<file path="src/hw/uss_cfg.svh">
// Register offsets, field positions and reset values of the serial slave
`ifndef USS_CFG_SVH
`define USS_CFG_SVH

////////////////////////////////////////////////////////////////////////
// Register offsets (3-bit address)
`define USS_ADDR_RX_STATUS_CONTROL 3'h0
`define USS_ADDR_TX_DATA           3'h1
`define USS_ADDR_TX_STATUS_CONTROL 3'h2
`define USS_ADDR_RX_DATA           3'h3
`define USS_ADDR_IRQ_ENABLE        3'h4
`define USS_ADDR_IRQ_FLAGS         3'h5

////////////////////////////////////////////////////////////////////////
// rx_status_control fields
`define USS_RCS_SERIAL_PORT_EN     7
`define USS_RCS_NINTH_RX_EN        6
`define USS_RCS_SINGLE_RX_EN       5
`define USS_RCS_CONT_RX_EN         4
`define USS_RCS_ADDR_DETECT_EN     3
`define USS_RCS_FRAMING_ERR        2
`define USS_RCS_OVERRUN            1
`define USS_RCS_RX_NINTH_BIT       0
`define USS_RCS_WR_MASK            8'hf8

////////////////////////////////////////////////////////////////////////
// tx_status_control fields
`define USS_TCS_CLOCK_SOURCE_SEL   7
`define USS_TCS_NINTH_TX_EN        6
`define USS_TCS_TRANSMIT_EN        5
`define USS_TCS_SYNC_MODE          4
`define USS_TCS_HIGH_RATE_SEL      2
`define USS_TCS_SHIFT_EMPTY        1
`define USS_TCS_TX_NINTH_BIT       0
`define USS_TCS_WR_MASK            8'hf5

////////////////////////////////////////////////////////////////////////
// irq_enable and irq_flags fields
`define USS_IEN_GLOBAL             7
`define USS_IEN_PERIPHERAL         6
`define USS_IEN_RX                 5
`define USS_IEN_TX                 4
`define USS_IFL_RX                 5
`define USS_IFL_TX                 4

////////////////////////////////////////////////////////////////////////
// Reset values and bit counts
`define USS_RST_RX_STATUS_CONTROL  8'h00
`define USS_RST_TX_STATUS_CONTROL  8'h02
`define USS_RST_TX_DATA            8'h00
`define USS_RST_RX_DATA            8'h00
`define USS_RST_IRQ_ENABLE         8'h00
`define USS_BITS_SHORT             4'h8
`define USS_BITS_LONG              4'h9
`define USS_RX_DEPTH               2

`endif

</file>
<file path="src/hw/uss_pkg.sv">
// Types shared by the serial slave design
package uss_pkg;
  typedef enum logic [1:0] {
    USS_MODE_OFF,
    USS_MODE_TX,
    USS_MODE_RX
  } uss_mode_t;
endpackage

</file>
<file path="src/hw/uss_rx_fifo.sv">
// Small receive buffer with registered head data
`timescale 1ns/1ps
module uss_rx_fifo #(
  parameter int WIDTH = 9,
  parameter int DEPTH = 2
) (
  input  wire logic             ref_clk,
  input  wire logic             rstn,
  input  wire logic             push,
  input  wire logic [WIDTH-1:0] wdata,
  input  wire logic             pop,
  output logic      [WIDTH-1:0] top,
  output logic                  empty,
  output logic                  full
);
  localparam int AW = (DEPTH > 1) ? $clog2(DEPTH) : 1;

  function automatic logic [AW-1:0] nxt(input logic [AW-1:0] p);
    nxt = (p == AW'(DEPTH - 1)) ? '0 : AW'(p + AW'(1));
  endfunction

  logic [WIDTH-1:0] mem_q [DEPTH];
  logic [AW-1:0]    wr_ptr_q;
  logic [AW-1:0]    rd_ptr_q;
  logic [AW:0]      cnt_q;
  logic [AW:0]      cnt_d;
  logic [AW-1:0]    rd_next;
  logic [WIDTH-1:0] head_d;
  logic [WIDTH-1:0] top_q;

  ////////////////////////////////////////////////////////////////////////
  // Head is computed ahead so a read right after a push sees new data
  assign rd_next = pop ? nxt(rd_ptr_q) : rd_ptr_q;
  assign head_d  = (push && wr_ptr_q == rd_next) ? wdata : mem_q[rd_next];
  assign cnt_d   = cnt_q + (AW+1)'(push) - (AW+1)'(pop);
  assign empty   = (cnt_q == '0);
  assign full    = (cnt_q == (AW+1)'(DEPTH));
  assign top     = top_q;

  for (genvar gi = 0; gi < DEPTH; gi++) begin : g_mem
    always_ff @(posedge ref_clk or negedge rstn) begin
      if (!rstn)
        mem_q[gi] <= '0;
      else if (push && wr_ptr_q == AW'(gi))
        mem_q[gi] <= wdata;
    end
  end

  always_ff @(posedge ref_clk or negedge rstn) begin
    if (!rstn) begin
      wr_ptr_q <= '0;
      rd_ptr_q <= '0;
      cnt_q    <= '0;
      top_q    <= '0;
    end else begin
      wr_ptr_q <= push ? nxt(wr_ptr_q) : wr_ptr_q;
      rd_ptr_q <= rd_next;
      cnt_q    <= cnt_d;
      top_q    <= head_d;
    end
  end
endmodule

</file>
<file path="src/hw/uss_core.sv">
// Synchronous slave serial transceiver with sleep-time operation
`timescale 1ns/1ps
`include "uss_cfg.svh"

module uss_core #(
  parameter int RX_DEPTH = `USS_RX_DEPTH
) (
  input  wire logic       ref_clk,
  input  wire logic       rstn,
  input  wire logic [2:0] reg_addr,
  input  wire logic [7:0] reg_wdata,
  input  wire logic       reg_wr,
  input  wire logic       reg_rd,
  output logic      [7:0] reg_rdata,
  input  wire logic       core_sleep,
  input  wire logic       serial_clock_pin,
  input  wire logic       serial_data_pin_in,
  output logic            serial_data_pin_out,
  output logic            serial_data_pin_oe,
  output logic            irq_request,
  output logic            wake_request,
  output logic            irq_vector_request
);

  function automatic logic hit(input logic [2:0] a, input logic [2:0] o);
    hit = (a == o);
  endfunction

  ////////////////////////////////////////////////////////////////////////
  // Software registers
  logic [7:0] rcs_q;
  logic [7:0] tcs_q;
  logic [7:0] ien_q;
  logic [7:0] rdata_q;
  logic [7:0] rd_sel;
  logic       wr_rcs;
  logic       wr_tcs;
  logic       wr_ien;
  logic       wr_txd;
  logic       rd_rxd;

  assign wr_rcs = reg_wr & hit(reg_addr, `USS_ADDR_RX_STATUS_CONTROL);
  assign wr_tcs = reg_wr & hit(reg_addr, `USS_ADDR_TX_STATUS_CONTROL);
  assign wr_ien = reg_wr & hit(reg_addr, `USS_ADDR_IRQ_ENABLE);
  assign wr_txd = reg_wr & hit(reg_addr, `USS_ADDR_TX_DATA);
  assign rd_rxd = reg_rd & hit(reg_addr, `USS_ADDR_RX_DATA);

  always_ff @(posedge ref_clk or negedge rstn) begin
    if (!rstn) begin
      rcs_q <= `USS_RST_RX_STATUS_CONTROL;
      tcs_q <= `USS_RST_TX_STATUS_CONTROL & `USS_TCS_WR_MASK;
      ien_q <= `USS_RST_IRQ_ENABLE;
    end else begin
      if (wr_rcs)
        rcs_q <= reg_wdata & `USS_RCS_WR_MASK;
      if (wr_tcs)
        tcs_q <= reg_wdata & `USS_TCS_WR_MASK;
      if (wr_ien)
        ien_q <= reg_wdata;
    end
  end

  ////////////////////////////////////////////////////////////////////////
  // Mode decode
  logic               port_en;
  logic               cont_rx_en;
  logic               rx9_en;
  logic               tx9_en;
  logic               tx_en;
  logic               slave_on;
  uss_pkg::uss_mode_t mode;
  logic               tx_mode;
  logic               rx_mode;

  assign port_en    = rcs_q[`USS_RCS_SERIAL_PORT_EN];
  assign cont_rx_en = rcs_q[`USS_RCS_CONT_RX_EN];
  assign rx9_en     = rcs_q[`USS_RCS_NINTH_RX_EN];
  assign tx9_en     = tcs_q[`USS_TCS_NINTH_TX_EN];
  assign tx_en      = tcs_q[`USS_TCS_TRANSMIT_EN];
  // All slave logic is clocked by ref_clk, so slave runs on in sleep while ref_clk runs
  assign slave_on   = tcs_q[`USS_TCS_SYNC_MODE] & port_en &
                      ~tcs_q[`USS_TCS_CLOCK_SOURCE_SEL];
  assign mode = !slave_on ? uss_pkg::USS_MODE_OFF :
                (rcs_q[`USS_RCS_SINGLE_RX_EN] | cont_rx_en) ?
                uss_pkg::USS_MODE_RX : uss_pkg::USS_MODE_TX;

  always_comb begin
    tx_mode = 1'b0;
    rx_mode = 1'b0;
    case (mode)
      uss_pkg::USS_MODE_TX: tx_mode = 1'b1;
      uss_pkg::USS_MODE_RX: rx_mode = 1'b1;
      default: begin
        tx_mode = 1'b0;
        rx_mode = 1'b0;
      end
    endcase
  end

  ////////////////////////////////////////////////////////////////////////
  // Pin synchronisers; a level counts once stages two and three agree
  logic [1:0] pin_raw;
  logic [2:0] sync_q [2];
  logic [1:0] filt_q;
  logic [1:0] filt_d;
  logic       ck_rise;
  logic       ck_fall;
  logic       dt_now;

  assign pin_raw = {serial_data_pin_in, serial_clock_pin};

  for (genvar gi = 0; gi < 2; gi++) begin : g_sync
    assign filt_d[gi] = (sync_q[gi][1] == sync_q[gi][2]) ?
                        sync_q[gi][2] : filt_q[gi];
    always_ff @(posedge ref_clk or negedge rstn) begin
      if (!rstn) begin
        sync_q[gi] <= 3'h0;
        filt_q[gi] <= 1'b0;
      end else begin
        sync_q[gi] <= {sync_q[gi][1:0], pin_raw[gi]};
        filt_q[gi] <= filt_d[gi];
      end
    end
  end

  // Link clock edges drive both shifters, never the system timing
  assign ck_rise = filt_d[0] & ~filt_q[0];
  assign ck_fall = ~filt_d[0] & filt_q[0];
  assign dt_now  = filt_d[1];

  ////////////////////////////////////////////////////////////////////////
  // Transmit path
  logic [8:0] hold_q;
  logic       hold_full_q;
  logic [8:0] tsr_q;
  logic       tsr_full_q;
  logic [3:0] tx_cnt_q;
  logic       dout_q;
  logic       oe_q;
  logic       tx_active;
  logic [3:0] tx_nbits;
  logic       tx_done;
  logic       load_tsr;
  logic       tx_flag;

  assign tx_active = tx_mode & tx_en;
  assign tx_nbits  = tx9_en ? `USS_BITS_LONG : `USS_BITS_SHORT;
  // Master gives exactly one clock per bit, so done on last fall
  assign tx_done   = tx_active & tsr_full_q & ck_fall &
                     (tx_cnt_q == tx_nbits);
  assign load_tsr  = tx_active & hold_full_q &
                     (~tsr_full_q | tx_done);
  assign tx_flag   = tx_en & ~hold_full_q;

  always_ff @(posedge ref_clk or negedge rstn) begin
    if (!rstn) begin
      hold_q      <= 9'h000;
      hold_full_q <= 1'b0;
    end else if (!port_en) begin
      hold_full_q <= 1'b0;
    end else if (load_tsr) begin
      hold_full_q <= 1'b0;
    end else if (wr_txd && !hold_full_q) begin
      hold_q      <= {tcs_q[`USS_TCS_TX_NINTH_BIT], reg_wdata};
      hold_full_q <= 1'b1;
    end
  end

  always_ff @(posedge ref_clk or negedge rstn) begin
    if (!rstn) begin
      tsr_q      <= 9'h000;
      tsr_full_q <= 1'b0;
      tx_cnt_q   <= 4'h0;
      dout_q     <= 1'b0;
    end else if (!tx_active) begin
      tsr_full_q <= 1'b0;
      tx_cnt_q   <= 4'h0;
    end else if (load_tsr) begin
      tsr_q      <= hold_q;
      tsr_full_q <= 1'b1;
      tx_cnt_q   <= 4'h0;
    end else if (tx_done) begin
      tsr_full_q <= 1'b0;
      tx_cnt_q   <= 4'h0;
    end else if (tsr_full_q && ck_rise && tx_cnt_q != tx_nbits) begin
      dout_q   <= tsr_q[0];
      tsr_q    <= {1'b0, tsr_q[8:1]};
      tx_cnt_q <= tx_cnt_q + 4'h1;
    end
  end

  // Output driver only in slave transmit mode
  always_ff @(posedge ref_clk or negedge rstn) begin
    if (!rstn)
      oe_q <= 1'b0;
    else
      oe_q <= tx_active;
  end

  assign serial_data_pin_out = dout_q;
  assign serial_data_pin_oe  = oe_q;

  ////////////////////////////////////////////////////////////////////////
  // Receive path
  logic [8:0] rsr_q;
  logic [3:0] rx_cnt_q;
  logic [3:0] rx_cnt_inc;
  logic [3:0] rx_nbits;
  logic       ovr_q;
  logic       rx_active;
  logic       rx_done;
  logic [8:0] rx_word;
  logic       fifo_push;
  logic       fifo_pop;
  logic       fifo_empty;
  logic       fifo_full;
  logic [8:0] fifo_top;
  logic       rx_flag;

  // Single enable alone never starts a slave word
  assign rx_active  = rx_mode & cont_rx_en & ~ovr_q;
  assign rx_nbits   = rx9_en ? `USS_BITS_LONG : `USS_BITS_SHORT;
  assign rx_cnt_inc = rx_cnt_q + 4'h1;
  assign rx_done    = rx_active & ck_fall & (rx_cnt_inc == rx_nbits);
  assign rx_word    = rx9_en ? {dt_now, rsr_q[8:1]} :
                      {1'b0, dt_now, rsr_q[8:2]};
  assign fifo_push  = rx_done & ~fifo_full;
  assign fifo_pop   = rd_rxd & ~fifo_empty;
  assign rx_flag    = ~fifo_empty;

  always_ff @(posedge ref_clk or negedge rstn) begin
    if (!rstn) begin
      rsr_q    <= 9'h000;
      rx_cnt_q <= 4'h0;
    end else if (!rx_active) begin
      rx_cnt_q <= 4'h0; // Partial word dropped
    end else if (ck_fall) begin
      rsr_q    <= {dt_now, rsr_q[8:1]};
      rx_cnt_q <= rx_done ? 4'h0 : rx_cnt_inc;
    end
  end

  // Overrun blocks reception; only dropping the continuous or port enable clears it
  always_ff @(posedge ref_clk or negedge rstn) begin
    if (!rstn)
      ovr_q <= 1'b0;
    else if (!cont_rx_en || !port_en)
      ovr_q <= 1'b0;
    else if (rx_done && fifo_full)
      ovr_q <= 1'b1;
  end

  uss_rx_fifo #(
    .WIDTH (9),
    .DEPTH (RX_DEPTH)
  ) u_rx_fifo (
    .ref_clk (ref_clk),
    .rstn    (rstn),
    .push    (fifo_push),
    .wdata   (rx_word),
    .pop     (fifo_pop),
    .top     (fifo_top),
    .empty   (fifo_empty),
    .full    (fifo_full)
  );

  ////////////////////////////////////////////////////////////////////////
  // Read mux; ninth bit sits in status, so read it before the data
  logic [7:0] rcs_rd;
  logic [7:0] tcs_rd;
  logic [7:0] ifl_rd;

  assign rcs_rd = {rcs_q[7:3], 1'b0, ovr_q, fifo_top[8]};
  assign tcs_rd = {tcs_q[7:2], ~tsr_full_q, tcs_q[0]};
  assign ifl_rd = {2'h0, rx_flag, tx_flag, 4'h0};

  always_comb begin
    case (reg_addr)
      `USS_ADDR_RX_STATUS_CONTROL: rd_sel = rcs_rd;
      `USS_ADDR_TX_STATUS_CONTROL: rd_sel = tcs_rd;
      `USS_ADDR_RX_DATA:           rd_sel = fifo_top[7:0];
      `USS_ADDR_IRQ_ENABLE:        rd_sel = ien_q;
      `USS_ADDR_IRQ_FLAGS:         rd_sel = ifl_rd;
      default:                     rd_sel = 8'h00;
    endcase
  end

  always_ff @(posedge ref_clk or negedge rstn) begin
    if (!rstn)
      rdata_q <= 8'h00;
    else
      rdata_q <= reg_rd ? rd_sel : 8'h00;
  end

  assign reg_rdata = rdata_q;

  ////////////////////////////////////////////////////////////////////////
  // Requests toward the core; registered to keep outputs glitch free
  logic irq_d;
  logic irq_q;
  logic wake_q;
  logic vec_q;

  assign irq_d = (rx_flag & ien_q[`USS_IEN_RX]) |
                 (tx_flag & ien_q[`USS_IEN_TX]);

  always_ff @(posedge ref_clk or negedge rstn) begin
    if (!rstn) begin
      irq_q  <= 1'b0;
      wake_q <= 1'b0;
      vec_q  <= 1'b0;
    end else begin
      irq_q  <= irq_d;
      wake_q <= irq_d & ien_q[`USS_IEN_PERIPHERAL] & core_sleep;
      vec_q  <= irq_d & ien_q[`USS_IEN_PERIPHERAL] &
                ien_q[`USS_IEN_GLOBAL];
    end
  end

  assign irq_request        = irq_q;
  assign wake_request       = wake_q;
  assign irq_vector_request = vec_q;
endmodule

</file>
<file path="config.mk">
export PLATFORM = sky130hd
export DESIGN_NAME = uss_core
export DESIGN_NICKNAME = d
export VERILOG_FILES = /design/src/hw/uss_pkg.sv /design/src/hw/uss_rx_fifo.sv /design/src/hw/uss_core.sv
export VERILOG_INCLUDE_DIRS = /design/src /design/src/hw
export SDC_FILE = /design/constraint.sdc
export NUM_CORES = 1
export LEC_CHECK = 0
export ABC_CLOCK_PERIOD_IN_PS = 8000
export BUFFER_PORTS_ARGS = -buffer_cell sky130_fd_sc_hd__buf_2
export CELL_PAD_IN_SITES_DETAIL_PLACEMENT = 1
export CELL_PAD_IN_SITES_GLOBAL_PLACEMENT = 2
export CORE_ASPECT_RATIO = 0.9
export CORE_MARGIN = 3
export CORE_UTILIZATION = 44
export CTS_CLUSTER_DIAMETER = 30
export DETAILED_ROUTE_END_ITERATION = 16
export PLACE_DENSITY_LB_ADDON = 0.1
export SLEW_MARGIN = 20
export SYNTH_ARGS = -nofsm -noshare
export SYNTH_HDL_FRONTEND = slang
export SYNTH_SLANG_ARGS = --single-unit
</file>
<file path="constraint.sdc">
create_clock -name ref_clk -period 8 [get_ports ref_clk]
set_input_delay 1.6 -clock ref_clk [delete_from_list [all_inputs] [get_ports ref_clk]]
set_output_delay 1.6 -clock ref_clk [all_outputs]
set_load 0.01 [all_outputs]
</file>
==> impl_metrics.csv <==
group,metric,value,unit
synth,synth-edff-count,0,
critical_path,path_class,"in2reg",
cells_and_area,area.sequential,2703,µm²
synth,yosys_warnings,0,
cts,clock_path_buffers,2,
cells_and_area,n_antenna_cell,0,
grt,grt_max_degree,64,
sta,final-setup-viol-count,0,
cells_and_area,fill_cells,1125,
run_status,status,"finished, final reports clean",
route,drc,0,
pwr,p_per_area,250.9,nW/µm²
grt,grt_pass1_vias,3367,
critical_path,critical-path-top-delay-family,"compound AO/OA/AOI/OAI gates",
route,drtPass1Iterations,4,
cts,post-cts-setup-buffer-count,0,
synth,synth-main-ff-cell,"dfrtp_1",
sta,fin_ws,4.008,ns
floorplan,fp-row-count,35,
sta,worst_pin_slew,0.9044,ns
critical_path,critPathMaxStageDelay,0.69,ns
synth,yosysMostFrequentCell,"dfrtp_1",
synth,netlist_instances,422,
synth,synth.ff_latch_count,108,
place,gp_congestion,0.8285,
critical_path,cp_cell_sequence,"buf_2, nand2_1, o31ai_2, and2_1, clkinv_1, o221ai_1, a22oi_1",
sta,hold_violations,0,
grt,grt_usage,0.1964,
synth,syn_nets,444,
cts,clkSinkCount,108,
route,drt-total-wl,11.35,mm
route,vias,3303,
synth,synth_commonest_cells,"dfrtp_1 (108), mux2_2 (46), a21oi_1 (30)",
floorplan,die-area,12350,µm²
sta,skew,0.009936,ns
cts,postCtsHoldBufs,0,
route,ant_nets,0,
synth,yosysTopAreaCellShare,0.5558,
cells_and_area,final_area,5399,µm²
cells_and_area,nNetsFinal,469,
cells_and_area,final_layout_size_suffix_gt1_frac,0.2212,
sta,tns,0,ns
cts,cts_resized,0,
cts,cts_buffers,9,
critical_path,crit_path_end_kind,"flip-flop",
floorplan,io_pins,31,
critical_path,critical_path_required,8.20,ns
synth,synth.avg_cell_area,11.52,µm²
sta,drv_slew,0,
pwr,ir_worst_vdd,0.1292,mV
cts,cts_tree,"done",
sta,fmaxAchievable,0.2505,GHz
grt,antenna_found_initial,0,
critical_path,startpoint_type,"input port",
cts,h-tree-depth,3,
floorplan,die_height,105.7,µm
place,dpl_cell_area,5117,µm²
pwr,leakage,2.570,nW
critical_path,arrival,4.19,ns
route,viasPerCell,5.685,
synth,synth_area,4862,µm²
place,dp_slack,3.393,ns
sta,slew_headroom,0.3924,
flow_run,maxCapViolCount,0,
cells_and_area,multi_input_area,2023,µm²
sta,period_needed,3.992,ns
floorplan,die_width,116.8,µm
synth,netlist_top_cells_area,"dfrtp_1 (56%), mux2_2 (11%), mux2i_1 (3.3%)",
place,hpwl,8.241,mm
synth,synth_top_cell_by_area,"dfrtp_1",
critical_path,slowest_stage,"o31ai_2",
critical_path,cp_max_fo,17,
grt,grt_pass1_wl,18.64,mm
cells_and_area,area_growth,11.04,%
cts,cts-root-buf,"clkbuf_16",
route,drtIter0Drc,252,
floorplan,coreArea,10510,µm²
synth,async_flop_share,1.000,
cts,clk_latency,0.35,ns
synth,ys_seq_area_frac,0.5558,
cts,path_clk_slew,0.07,ns
sta,timing.final.crit_share,0.4990,
grt,grt-ovfl-total,0,
synth,ys_types,47,
route,wl_per_cell,19.54,µm
sta,rsz0062_at_grt,"false",
place,io_buffers,30,
critical_path,critPathBufInv,2,
floorplan,start_util,0.4626,
worst_hold_path,min-delay-path-class,"reg2reg",
[report_power, final]
group	leakage, nW	total [W]	internal (W)	switching, W
clock network	0.132	0.000418	0.000212	0.000206
logic	1.01	0.000256	0.000122	0.000135
registers	1.42	0.000681	0.000622	0.0000581
[stage by stage]
step / hold WS, ns / total power, W / std cells / utilization
2_1_floorplan: 0.3312 / 0.0008565 / 422 / -
3_3_place_gp: 0.3377 / 0.0009352 / 565 / 0.4869
3_5_place_dp: 0.3379 / 0.0009472 / 565 / 0.4869
4_1_cts: 0.3613 / 0.001368 / 581 / 0.5132
5_1_grt: 0.3719 / 0.001432 / 581 / 0.5137
6_report: 0.3609 / 0.001355 / 581 / 0.5137
[final timing paths]
path / cells after the start / slack [ns] / to / from
min in group asynchronous: 1 / 1.25 / sync_q[0] / rstn
max reg2reg: 5 / 5.01 / u_rx_fifo.top[7] / rcs_q[6]
max in group asynchronous: 2 / 5.51 / reg_rdata[0] / rstn
max: 7 / 4.01 / u_rx_fifo.top[4] / reg_addr[0]
min reg2reg: 0 / 0.36 / sync_q[1] / sync_q[0]
min: 0 / 0.36 / sync_q[1] / sync_q[0]
[cell usage in the layout (no fill, tap or decap), drive strengths merged, types with 2 or more instances in the layout]
cell and instances:
dfrtp 108, xor2 4, nor3 4, mux2 47, or4 2, clkbuf 9
and2 9, and3 2, clkinv 5, nor2 28, o221ai 9, o21bai 8
xnor2 8, clkinvlp 2, mux2i 16, maj3 2, o22ai 2, nor2b 4
or3 2, a21oi 30, a22oi 14, a311o 8, nand3 12, nand2 25
buf 32, nand2b 5, nor3b 2, inv 18, o21ai 16, ha 4
[area by class of cell]
type                       instances  area share
clock buffer                       9     0.04171
clock inverter                     7    0.009502
inverter                          18     0.01251
multi-input combinational        278      0.3747
sequential                       108      0.5006
tap                              129     0.02990
timing repair buffer              32     0.03105
[logic make-up (layout without fill, tap and decap cells)]
group / count (synthesis) / count (layout) / synth area share
buf+inv: 36 / 66 / 0.02908
xor+xnor: 12 / 12 / 0.02162
fa+ha+maj: 6 / 6 / 0.01441
simple gates: 102 / 102 / 0.1058
mux: 63 / 63 / 0.1426
compound gates: 95 / 95 / 0.1307
flops: 108 / 108 / 0.5558
[flip-flops by register name, indices dropped and copies added, names as in the netlist, 6 cells and up]
name             count
tsr_q                9
u_rx_fifo.mem_q     18
ien_q                8
tcs_q                6
hold_q               9
u_rx_fifo.top        9
rsr_q                8
reg_rdata            8
sync_q               6
[per-layer routing]
layer | vias to the layer above | wire, µm | GRT usage
met2 | 32 | 5187 | 0.2868
met3 | 12 | 270 | 0.03846
li1 | 1572 | - | -
met4 | 0 | 138 | 0.04505
met1 | 1687 | 5758 | 0.3010
met5 | - | 0 | 0
Note: power is estimated with default switching activity, not from simulation.
